**config.mk**
```make
export PLATFORM = sky130hd
export DESIGN_NAME = pwc_top
export DESIGN_NICKNAME = d
export VERILOG_FILES = /design/src/pwc_pkg.sv /design/src/pwc_top.sv
export SDC_FILE = /design/constraint.sdc
export NUM_CORES = 1
export LEC_CHECK = 0
export ABC_CLOCK_PERIOD_IN_PS = 3300
export BUFFER_PORTS_ARGS = -buffer_cell sky130_fd_sc_hd__buf_2
export CAP_MARGIN = 20
export CORE_ASPECT_RATIO = 1.25
export CORE_MARGIN = 2
export CORE_UTILIZATION = 60
export CTS_CLUSTER_DIAMETER = 50
export DETAILED_ROUTE_END_ITERATION = 8
export PLACE_DENSITY = 0.77
export SYNTH_ARGS = -nofsm -noshare
export SYNTH_HDL_FRONTEND = slang
export SYNTH_SLANG_ARGS = --single-unit
```
**constraint.sdc**
```tcl
create_clock -name clk -period 3.3 [get_ports clk]
set_clock_uncertainty 0.1 [all_clocks]
set_input_delay 0.165 -clock clk [delete_from_list [all_inputs] [get_ports clk]]
set_output_delay 0.165 -clock clk [all_outputs]
set_load 0.01 [all_outputs]
```
**src/pwc_pkg.sv**
```systemverilog
`default_nettype none
package pwc_pkg;
  // Bus and data widths
  localparam int CNT_W = 32;
  typedef logic [7:0]  pwc_addr_t;
  typedef logic [31:0] pwc_data_t;
  typedef logic [9:0]  pwc_pre_t;

  // Register byte offsets
  localparam pwc_addr_t OFF_CONFIG  = 8'h00;
  localparam pwc_addr_t OFF_COMMAND = 8'h04;
  localparam pwc_addr_t OFF_STATUS  = 8'h08;
  localparam pwc_addr_t OFF_MASK    = 8'h0c;
  localparam pwc_addr_t OFF_CAPTURE = 8'h10;
  localparam pwc_addr_t OFF_OVFCAP  = 8'h14;
  localparam pwc_addr_t OFF_INFO    = 8'h18;
  localparam pwc_addr_t OFF_COUNT   = 8'h1c;

  // Field positions in COMMAND, STATUS/MASK and INFO
  localparam int CMD_ENABLE_BIT  = 0;
  localparam int CMD_DISABLE_BIT = 1;
  localparam int ST_CAPTURE_BIT  = 0;
  localparam int ST_OVERFLOW_BIT = 1;
  localparam int INFO_ENABLE_BIT = 0;
  localparam int INFO_RUN_BIT    = 1;
  localparam int CFG_W           = 15;
  localparam int EVT_W           = 2;

  // Configuration word, low bits of CONFIG; msb first
  typedef struct packed {
    logic [2:0] en_flt;     // 14:12  0 none, 1..4 = pclk/1,/4,/16,/64
    logic [1:0] en_lvl;     // 11:10  see LVL_NONE, LVL_LOW, LVL_HIGH codes
    logic [2:0] clk_div;    // 9:7    0..5 = pclk/1,/4,/16,/64,/256,/1024
    logic [2:0] sig_flt;    // 6:4    as en_flt
    logic       sig_sel_b;  // 3      0 capture_pin_a, 1 capture_pin_b
    logic       auto_start; // 2
    logic       one_shot;   // 1
    logic       fall_start; // 0      0 rising start
  } pwc_cfg_s;

  localparam logic [CFG_W-1:0] CFG_RESET = 15'h0004;
  localparam logic [1:0] LVL_NONE = 2'h0;
  localparam logic [1:0] LVL_LOW  = 2'h1;
  localparam logic [1:0] LVL_HIGH = 2'h2;
  localparam logic [2:0] FLT_NONE = 3'h0;

  typedef enum logic {PWC_IDLE, PWC_MEAS} pwc_state_e;

  // Tick of a divide-by-4^k strobe from the shared free-running prescaler
  function automatic logic pwc_tick(input pwc_pre_t pre, input logic [2:0] k);
    logic t;
    t = 1'b1;
    for (int i = 0; i < 10; i++)
    begin
      if (i < 2 * int'(k))
        t = t & ~pre[i];
    end
    return t;
  endfunction
endpackage
`default_nettype wire

```
**src/pwc_top.sv**
```systemverilog
// Summary of operation
// - Only pulse width is measured: from a start edge to the next opposite edge.
// - Start edge rising by default or falling by configuration; stop on opposite edge.
// - One-shot takes one measurement then disables; periodic measures continuously.
// - Auto start enables measurement after configuring; otherwise wait for explicit enable.
// - Signal input is capture_pin_a by default, or capture_pin_b.
// - Signal filter samples at clock /1,/4,/16,/64; three equal samples pass a level.
// - Measurement counter runs at clock /1,/4,/16,/64,/256 or /1024, default /1.
// - The pin not used as signal may act as hardware enable gating captures.
// - Enable level none keeps captures enabled regardless of the enable pin.
// - Enable level low allows captures only while filtered enable input is low.
// - Enable level high allows captures only while filtered enable input is high.
// - Enable filter samples at clock /1,/4,/16,/64; three equal samples accept a level.
// - The channel is clocked by peripheral_clock_d ahead of the prescaler.
// - Completion reports captured count and overflows seen during that measurement.
// - Start needs the selected edge and the enable condition in the same moment.
//
// The plain strobed port and the register offsets were decided locally.
`default_nettype none

////////////////////////////////////////////////////////////////////////////////
// Pin conditioner: three-stage synchroniser then optional 3-sample filter
module pwc_filt (
  // Clock and reset
  input  wire logic             clk,
  input  wire logic             rst_b,
  // Pin and settings
  input  wire logic             pin,
  input  wire logic [2:0]       mode,
  input  wire pwc_pkg::pwc_pre_t pre,
  // Conditioned level
  output logic                  lvl
);
  import pwc_pkg::*;

  logic       s1_q, s2_q, s3_q;
  logic       sync_q;
  logic [2:0] smp_q;
  logic       tick;

  // Synchroniser; a change counts once stages two and three agree
  always_ff @(posedge clk or negedge rst_b)
  begin
    if (!rst_b)
    begin
      s1_q   <= 1'b0;
      s2_q   <= 1'b0;
      s3_q   <= 1'b0;
      sync_q <= 1'b0;
    end
    else
    begin
      s1_q <= pin;
      s2_q <= s1_q;
      s3_q <= s2_q;
      if (s2_q == s3_q)
        sync_q <= s3_q;
    end
  end

  // Mode 1..4 maps to divide 1,4,16,64
  assign tick = (mode != FLT_NONE) && pwc_tick(pre, mode - 3'h1);

  // Sample shift and level acceptance
  always_ff @(posedge clk or negedge rst_b)
  begin
    if (!rst_b)
    begin
      smp_q <= 3'h0;
      lvl   <= 1'b0;
    end
    else
    begin
      // With the filter off the samples track the pin, so switching it on
      // cannot bring back a level that was sampled long ago
      if (mode == FLT_NONE)
        smp_q <= {3{sync_q}};
      else if (tick)
        smp_q <= {smp_q[1:0], sync_q};
      if (mode == FLT_NONE)
        lvl <= sync_q;
      else if (smp_q == 3'h7 || smp_q == 3'h0)
        lvl <= smp_q[0];
    end
  end
endmodule

////////////////////////////////////////////////////////////////////////////////
// Pulse width capture channel
module pwc_top (
  // Clock and reset; clk is peripheral_clock_d
  input  wire logic               clk,
  input  wire logic               rst_b,
  // Register port
  input  wire pwc_pkg::pwc_addr_t reg_addr,
  input  wire pwc_pkg::pwc_data_t reg_wdata,
  input  wire logic               reg_wr,
  input  wire logic               reg_rd,
  output pwc_pkg::pwc_data_t      reg_rdata,
  // Channel pins
  input  wire logic               capture_pin_a,
  input  wire logic               capture_pin_b,
  // Interrupt
  output logic                    irq
);
  import pwc_pkg::*;

  pwc_cfg_s               cfg_q;
  pwc_state_e             state_q;
  pwc_pre_t               pre_q;
  logic                   ena_q;
  logic [EVT_W-1:0]       status_q, mask_q, evt;
  logic [CNT_W-1:0]       cnt_q, ovf_q, cap_q, ovfcap_q;
  logic                   lvl_a, lvl_b;
  logic                   sig_prev_q;
  logic                   sig, en_in, gate_ok, rise, fall;
  logic                   start_hit, stop_hit, cnt_tick, wrap;
  logic                   wr_cfg, wr_cmd;
  logic                   abort;
  logic [2:0]             settle_q;
  pwc_cfg_s               cfg_wr;

  ////////////////////////////////////////////////////////////////////////////
  // Shared prescaler, free running on peripheral_clock_d
  always_ff @(posedge clk or negedge rst_b)
  begin
    if (!rst_b)
      pre_q <= '0;
    else
      pre_q <= pre_q + 10'h001;
  end

  // Each pin has its own conditioner; the signal filter follows the signal role
  pwc_filt u_filt_a (
    .clk   (clk),
    .rst_b (rst_b),
    .pin   (capture_pin_a),
    .mode  (cfg_q.sig_sel_b ? cfg_q.en_flt : cfg_q.sig_flt),
    .pre   (pre_q),
    .lvl   (lvl_a)
  );

  pwc_filt u_filt_b (
    .clk   (clk),
    .rst_b (rst_b),
    .pin   (capture_pin_b),
    .mode  (cfg_q.sig_sel_b ? cfg_q.sig_flt : cfg_q.en_flt),
    .pre   (pre_q),
    .lvl   (lvl_b)
  );

  ////////////////////////////////////////////////////////////////////////////
  // Signal routing, gating and edge detection
  assign sig   = cfg_q.sig_sel_b ? lvl_b : lvl_a;
  assign en_in = cfg_q.sig_sel_b ? lvl_a : lvl_b;

  always_comb
  begin
    case (cfg_q.en_lvl)
      LVL_LOW:  gate_ok = ~en_in;
      LVL_HIGH: gate_ok = en_in;
      default:  gate_ok = 1'b1;
    endcase
  end

  assign rise = sig & ~sig_prev_q & (&settle_q);
  assign fall = ~sig & sig_prev_q & (&settle_q);

  // Start on the chosen edge, stop on the opposite one
  assign start_hit = (state_q == PWC_IDLE) && ena_q && gate_ok && !abort
                     && (cfg_q.fall_start ? fall : rise);
  assign stop_hit  = (state_q == PWC_MEAS) && (cfg_q.fall_start ? rise : fall);

  assign cnt_tick = pwc_tick(pre_q, cfg_q.clk_div);
  assign wrap     = (state_q == PWC_MEAS) && !stop_hit && cnt_tick && (&cnt_q);

  assign wr_cfg = reg_wr && (reg_addr == OFF_CONFIG);
  assign wr_cmd = reg_wr && (reg_addr == OFF_COMMAND);

  // Settings written this cycle, seen through the configuration layout
  assign cfg_wr = pwc_cfg_s'(reg_wdata[CFG_W-1:0]);

  // A settings write or a plain disable ends or refuses a measurement at the write
  // edge itself, so a following INFO read never shows a run software has stopped
  assign abort = wr_cfg || (wr_cmd && reg_wdata[CMD_DISABLE_BIT] && !reg_wdata[CMD_ENABLE_BIT]);

  // Previous conditioned signal level for edge detection
  always_ff @(posedge clk or negedge rst_b)
  begin
    if (!rst_b)
      sig_prev_q <= 1'b0;
    else
      sig_prev_q <= sig;
  end

  // Edges are ignored until the pins have passed the synchronisers, so a pin
  // idling high shows no false rising edge after reset (filters are off then)
  always_ff @(posedge clk or negedge rst_b)
  begin
    if (!rst_b)
      settle_q <= '0;
    else if (!(&settle_q))
      settle_q <= settle_q + 3'h1;
  end

  ////////////////////////////////////////////////////////////////////////////
  // Configuration register
  always_ff @(posedge clk or negedge rst_b)
  begin
    if (!rst_b)
      cfg_q <= pwc_cfg_s'(CFG_RESET);
    else if (wr_cfg)
      cfg_q <= cfg_wr;
  end

  // Capture enable; reset default counts as configured with auto start on
  always_ff @(posedge clk or negedge rst_b)
  begin
    if (!rst_b)
      ena_q <= 1'b1;
    else if (wr_cmd && reg_wdata[CMD_ENABLE_BIT])
      ena_q <= 1'b1;
    else if (wr_cmd && reg_wdata[CMD_DISABLE_BIT])
      ena_q <= 1'b0;
    else if (wr_cfg)
      ena_q <= cfg_wr.auto_start;
    else if (stop_hit && cfg_q.one_shot)
      ena_q <= 1'b0;
  end

  ////////////////////////////////////////////////////////////////////////////
  // Measurement state; disabling aborts a measurement in flight
  always_ff @(posedge clk or negedge rst_b)
  begin
    if (!rst_b)
      state_q <= PWC_IDLE;
    else
    begin
      case (state_q)
        PWC_IDLE:
          if (start_hit)
            state_q <= PWC_MEAS;
        PWC_MEAS:
          if (stop_hit || !ena_q || abort)
            state_q <= PWC_IDLE;
        default:
          state_q <= PWC_IDLE;
      endcase
    end
  end

  // Counter and overflow count
  // The prescaler is shared and free running, so the first count tick of a
  // measurement may come up to one divided period early
  always_ff @(posedge clk or negedge rst_b)
  begin
    if (!rst_b)
    begin
      cnt_q <= '0;
      ovf_q <= '0;
    end
    else if (start_hit)
    begin
      cnt_q <= '0;
      ovf_q <= '0;
    end
    else if (stop_hit && cfg_q.one_shot)
      cnt_q <= '0;
    else if (state_q == PWC_MEAS && !stop_hit && cnt_tick)
    begin
      cnt_q <= cnt_q + 32'h1;
      if (wrap)
        ovf_q <= ovf_q + 32'h1;
    end
  end

  // Captured result, held until the next completion
  always_ff @(posedge clk or negedge rst_b)
  begin
    if (!rst_b)
    begin
      cap_q    <= '0;
      ovfcap_q <= '0;
    end
    else if (stop_hit)
    begin
      cap_q    <= cnt_q;
      ovfcap_q <= ovf_q;
    end
  end

  ////////////////////////////////////////////////////////////////////////////
  // Sticky events; a new event beats a same-cycle write-one clear
  assign evt = {wrap, stop_hit};

  always_ff @(posedge clk or negedge rst_b)
  begin
    if (!rst_b)
      status_q <= '0;
    else if (reg_wr && reg_addr == OFF_STATUS)
      status_q <= (status_q & ~reg_wdata[EVT_W-1:0]) | evt;
    else
      status_q <= status_q | evt;
  end

  // Interrupt mask, same layout as status
  always_ff @(posedge clk or negedge rst_b)
  begin
    if (!rst_b)
      mask_q <= '0;
    else if (reg_wr && reg_addr == OFF_MASK)
      mask_q <= reg_wdata[EVT_W-1:0];
  end

  // Registered so irq comes from a flop; it lags status and mask by one cycle
  always_ff @(posedge clk or negedge rst_b)
  begin
    if (!rst_b)
      irq <= 1'b0;
    else
      irq <= |(status_q & mask_q);
  end

  ////////////////////////////////////////////////////////////////////////////
  // Read data, one cycle after the strobe and zero otherwise
  always_ff @(posedge clk or negedge rst_b)
  begin
    if (!rst_b)
      reg_rdata <= '0;
    else if (!reg_rd)
      reg_rdata <= '0;
    else
    begin
      case (reg_addr)
        OFF_CONFIG:  reg_rdata <= {17'h0, cfg_q};
        OFF_STATUS:  reg_rdata <= {30'h0, status_q};
        OFF_MASK:    reg_rdata <= {30'h0, mask_q};
        OFF_CAPTURE: reg_rdata <= cap_q;
        OFF_OVFCAP:  reg_rdata <= ovfcap_q;
        OFF_INFO:    reg_rdata <= {30'h0, state_q == PWC_MEAS, ena_q};
        OFF_COUNT:   reg_rdata <= cnt_q;
        default:     reg_rdata <= '0; // Unmapped and COMMAND read zero
      endcase
    end
  end
endmodule
`default_nettype wire

```
==> flow_summary.yaml, run 1 <==
outcome:
  outcome: "complete, no violations"
global_route:
  antenna_found_initial: 0
  grt_overflow: 0
  grt_pass1_vias: 8014
  grt_max_degree: 87
  grt_first_pass_wirelength_um: 40600
  grt_usage_pct: 28.0
cts:
  clkSlewWorstSetupHoldPaths_ps: 60
  cts_tree: "done"
  clk_latency_ps: 500
  clockRootBuffer: "clkbuf_16"
  cts_max_level: 1
  cts_made_buffers: 23
  cts_sinks: 212
  clock_path_buffers: 3
layout:
  multi_input_area_mm2: 0.00467
  diodes: 0
  layout.nets: 1074
  ff_latch_area_mm2: 0.00531
  drive_above_1_share_pct: 22.4
  fillers: 1224
  area_growth_pct: 15.7
sta:
  rsz0062_at_grt: "no"
  setup_tns_ps: 0
  min_period_ps: 2840
  hold_violations: 0
  period_share_pct: 86.0
  slew_viol_final: 0
  relSlewSlack_pct: 53.3
  fmax_ghz: 0.352
  setup_viol: 0
  tightest_slew_ps: 700
routing:
  ant_nets: 0
  dr_total_vias: 8125
  totalWireLength_um: 24900
  drt_pass1_iterations: 5
  drt_iter0_drc: 668
  wl_per_cell_um: 19.9
  drc: 0
  routed_via_density: 6.49
placement:
  dp_hpwl_um: 16500
  port_buffers: 61
  globalplace.congestion: 0.880
die:
  core_area_mm2: 0.0168
  die_h_um: 150
  start_util_pct: 60.9
  chipWidth_um: 121
  rows: 53
  die_area_mm2: 0.0181
  io_pins: 79
run:
  maxCapViolations: 0
setup_path:
  cp-start-kind: "register"
  required_ps: 3630
  worstReg2RegStart: "pre_q[1]"
  crit_arrival_ps: 3160
  path_max_fanout: 14
  r2r_cells: 5
  startpoint: "pre_q[1]"
  critPathKind: "register to register"
  endpoint_kind: "register"
logic_synthesis:
  yosys_warnings: 0
  syn_inst: 933
  synth_ff_type: "dfrtp_1"
  ys_seq_area_share_pct: 52.0
  syn_nets: 990
  synth_area_mm2: 0.0102
  synth_cell_types: 60
  synthArstFlopShare_pct: 100
  synth-edff-count: 0
  avgSynthCellArea_um2: 10.9
  ys_ff_latch: 212
power_and_ir_drop:
  ir_worst_vdd_uv: 371
  power.density_mw_per_mm2: 465
  total_leakage_power_uw: 0.00514
  p_total_uw: 5490
hold_path:
  hp-class: "input port to register"
  min_path_cells: 3
  min_from: "reg_addr[3]"
## cells in the final DEF (no fill, tap or decap), drive strengths merged, types with 3 or more instances in the layout
cell         count
inv             16
or4             44
and4             6
a21oi           61
nor4            21
nand2           64
mux2i           35
buf             91
nor3            20
a22oi           28
mux2            81
and3            14
ha              11
dlygate4sd3     21
xnor2            8
o21ai           17
clkinv           4
a222oi          17
nor2b            4
nand3           43
nand2b          17
nand3b           3
nor2            34
o31ai           38
clkbuf          34
o21a             4
or2              5
dfrtp          210
or3              4
nand4           31
and2             5
## power by group
group | internal, µW | switching, µW | total (µW)
clock network | 1420 | 1000 | 2420
logic | 133 | 218 | 351
registers | 2650 | 65.6 | 2720
## critical path, stage by stage (launching register included)
cell     delay, ps
dfrtp_1        520
or4_4          570
o22a_1         260
or4_4          650
or4_1          500
a21oi_1        160
## cells in the mapped netlist, types with 3 or more instances
cell type	instances	area share, %
buf_2	4	0.20
nor2b_1	4	0.25
o31ai_1	38	2.8
mux2_2	81	8.9
and2_1	5	0.31
a222oi_1	17	1.7
dfrtp_1	210	51
nand2b_1	17	1.0
nor3_1	20	0.98
nand4_1	31	1.9
a21oi_1	61	3.0
buf_1	9	0.33
a22oi_1	28	2.1
nand3b_1	3	0.22
nor4_2	5	0.61
ha_1	11	1.3
or3_1	4	0.25
nor2_1	34	1.2
mux2i_1	35	3.4
nand3_1	43	2.1
xnor2_1	8	0.69
inv_1	14	0.51
and4_1	6	0.51
clkbuf_1	41	1.5
nor4_1	16	0.98
and3_1	14	0.86
nand2_1	64	2.4
or4_1	42	3.1
o21ai_0	17	0.83
or2_2	5	0.31
o21a_1	4	0.29
## cells by family (layout without fill, tap and decap cells)
group                    Yosys count  in the layout  synth area share [%]
adder cells (fa/ha/maj)           13             13                  1.54
AND/OR/NAND/NOR                  320            320                  17.6
buffers and inverters             68            167                  2.55
multiplexers                     116            116                  12.4
AO/OA/AOI/OAI                    195            195                  13.2
flip-flops                       212            212                  52.0
XOR/XNOR                           9              9                 0.772
## worst paths after layout
check                                endpoint  slack (ps)
worst max register to register      ovf_q[14]         460
worst max-delay path                ovf_q[14]         460
worst min-delay path                mask_q[1]          40
max in group asynchronous           cnt_q[25]        2080
worst min register to register  u_filt_b.s2_q         250
min in group asynchronous           cfg_q[11]         170
## layout make-up
| cell class | count | share of cell area (%) |
|---|---|---|
| Sequential cell | 212 | 44.9 |
| Tap cell | 220 | 2.33 |
| Timing Repair Buffer | 113 | 6.72 |
| Multi-Input combinational cell | 653 | 39.5 |
| Clock inverter | 7 | 0.381 |
| Inverter | 14 | 0.445 |
| Clock buffer | 33 | 5.70 |
## registers in the layout, summed over array words and instances, names as in the netlist, 10 cells and up
register / count
cap_q: 32
cnt_q: 32
ovf_q: 32
ovfcap_q: 32
reg_rdata: 32
cfg_q: 15
pre_q: 10
## repair_timing
item	CTS	global route
setup buffers	0	0
hold endpoints to repair	103	0
endpoints found under the setup margin	0	0
gates resized for setup	0	0
hold buffers	21	0
## per-stage QoR
step | cell area, µm² | worst slack [ps] | hold slack [ps] | std cells | utilization [%]
after floorplan | 10200 | 790 | -231 | 933 | -
after global routing | 11800 | 281 | 76.6 | 1252 | 70.4
final | 11800 | 463 | 36.0 | 1252 | 70.4
after global placement | 10900 | 555 | 170 | 1191 | 64.9
after CTS | 11800 | 486 | 16.7 | 1252 | 70.4
after detailed placement | 10900 | 503 | 162 | 1191 | 64.9
## routing by layer
metal	vias to the layer above	global-route usage, %	routed length (µm)
li1	3741	-	-
met3	62	3.32	1410
met2	282	48.0	12600
met5	-	0	0
met1	4040	35.8	9950
met4	0	12.2	996
Note: power is estimated with default switching activity, not from simulation.
==> run 2, diff against run 1 <==
ABC_CLOCK_PERIOD_IN_PS = 2900   (was 3300)
clock period = 2.9 ns   (was 3.3 ns; I/O delays follow)
==> run 2 against run 1 <==
  * Final cell count rose by 1.3%
  * Critical path type unchanged
  * Worst hold slack improved by 14 ps
  * Highest routed layer unchanged
  * Wire length rose by 2.9%
  * Register-to-register slack got worse by 330 ps
  * Clock-buffer cell count fell by 3
  * Critical path depth rose by 1
  * Global-route usage rose by 0.91 points
  * Sequential share of layout area fell by 0.75 points
  * Critical endpoint unchanged
  * Non-clock buffer count rose by 19
  * Core utilization rose by 1.2 points
  * Die area did not move
  * Clock power rose by 19%
==> flow_summary.yaml, run 2 (synthesis results as in run 1) <==
layout:
  final_cell_mix: "dfrtp_1, mux2_2, nand2_1"
  layout_commonest_cell: "dfrtp_1"
  drive_above_1_share_pct: 23.8
  stdcell_area_mm2: 0.0120
  area_growth_pct: 17.7
  layout.nets: 1092
  diodes: 0
setup_path:
  critPathKind: "register to register"
  max_stage_delay_ps: 630
  cp_cell_sequence: "ha_1, inv_1, or4_1, or4_4, or4_1, a21oi_1"
  cp_common_cell: "or4_1"
  endpoint_kind: "register"
  crit_arrival_ps: 3090
  r2r_slack_ps: 130
  required_ps: 3220
  path_max_fanout: 14
  critPathTopFamily: "simple AND/OR/NAND/NOR gates"
  slowest_stage: "or4_4"
  worst-path-buf-inv: 1
  cp-start-kind: "register"
global_route:
  grt_max_degree: 70
  grt_usage_pct: 28.9
  grt_overflow: 0
  antenna_found_initial: 0
  grt_first_pass_wirelength_um: 41900
  grt_pass1_vias: 8108
sta:
  period_share_pct: 95.5
  fmax_ghz: 0.361
  tightest_slew_ps: 735
  rsz0062_at_grt: "no"
  slew_viol_final: 0
  min_period_ps: 2770
  relSlewSlack_pct: 50.6
  hold_violations: 0
  setup_tns_ps: 0
  setup_viol: 0
cts:
  cts_tree: "done"
  clock_path_buffers: 3
  clockRootBuffer: "clkbuf_16"
  cts_max_level: 1
  clkSlewWorstSetupHoldPaths_ps: 60
  cts_sinks: 212
  cts_made_buffers: 22
  clk_latency_ps: 510
routing:
  wl_per_cell_um: 20.2
  drt_iter0_drc: 750
  drt_pass1_iterations: 6
  drc: 0
  totalWireLength_um: 25700
  ant_nets: 0
  routed_via_density: 6.55
  dr_total_vias: 8300
die:
  io_pins: 79
  core_area_mm2: 0.0168
  die_h_um: 150
  rows: 53
  chipWidth_um: 121
  die_area_mm2: 0.0181
  start_util_pct: 60.9
placement:
  place_area_mm2: 0.0110
  globalplace.congestion: 0.890
  dp_hpwl_um: 16800
  port_buffers: 61
power_and_ir_drop:
  power.density_mw_per_mm2: 532
  total_leakage_power_uw: 0.00526
  ir_worst_vdd_uv: 439
hold_path:
  hp-class: "input port to register"
outcome:
  outcome: "complete, no violations"
run:
  maxCapViolations: 0
-- run 2: report_power, final --
group / internal (µW) / total (µW) / switching [µW]
clock: 1730 / 2880 / 1150
sequential: 3020 / 3090 / 66.2
combinational: 164 / 427 / 263
total: 4910 / 6390 / 1480
-- run 2: layer usage --
metal,GRT usage [%],wire (µm),up-vias
met5,0,0,-
met4,12.8,951,0
met3,3.70,1390,72
met2,49.5,13100,319
met1,36.7,10200,4137
li1,-,-,3772
-- run 2: repair_timing --
action	in CTS	in global routing
endpoints found under the hold margin	94	0
resized for setup	0	2
buffers inserted	0	0
hold buffers	22	0
setup endpoints to repair	0	32
-- run 2: worst min-delay path, cell delays in order --
cell and delay [ps]:
buf_2 180, nand4_1 160, nand2_1 60, o21ai_0 70
-- run 2: worst paths after layout --
path,end,cells after the start,startpoint
worst max-delay path,ovf_q[14],6,cnt_q[1]
max in group asynchronous,cfg_q[2],3,rst_b
worst max register to register,ovf_q[14],6,cnt_q[1]
min in group asynchronous,u_filt_b.s1_q,2,rst_b
worst min register to register,u_filt_a.s2_q,0,u_filt_a.s1_q
worst min-delay path,mask_q[1],4,reg_addr[3]
-- run 2: cell type report --
type	instances	area, µm²
multi-input combinational	653	4680
clock inverter	7	95.1
clock buffer	30	642
inverter	14	52.6
sequential	212	5310
timing repair buffer	132	965
tap	220	275
fill	1207	4760
-- run 2: through the flow --
step	power, µW	util, %	hold slack, ps	setup slack [ps]	cells
3_3_place_gp	3520	65.9	85.9	226	1209
2_1_floorplan	3340	-	-251	390	933
6_report	6390	71.6	49.8	129	1268
3_5_place_dp	3530	65.9	85.9	173	1209
5_1_grt	6620	71.6	103	15.8	1268
4_1_cts	6460	71.6	14.4	50.1	1268
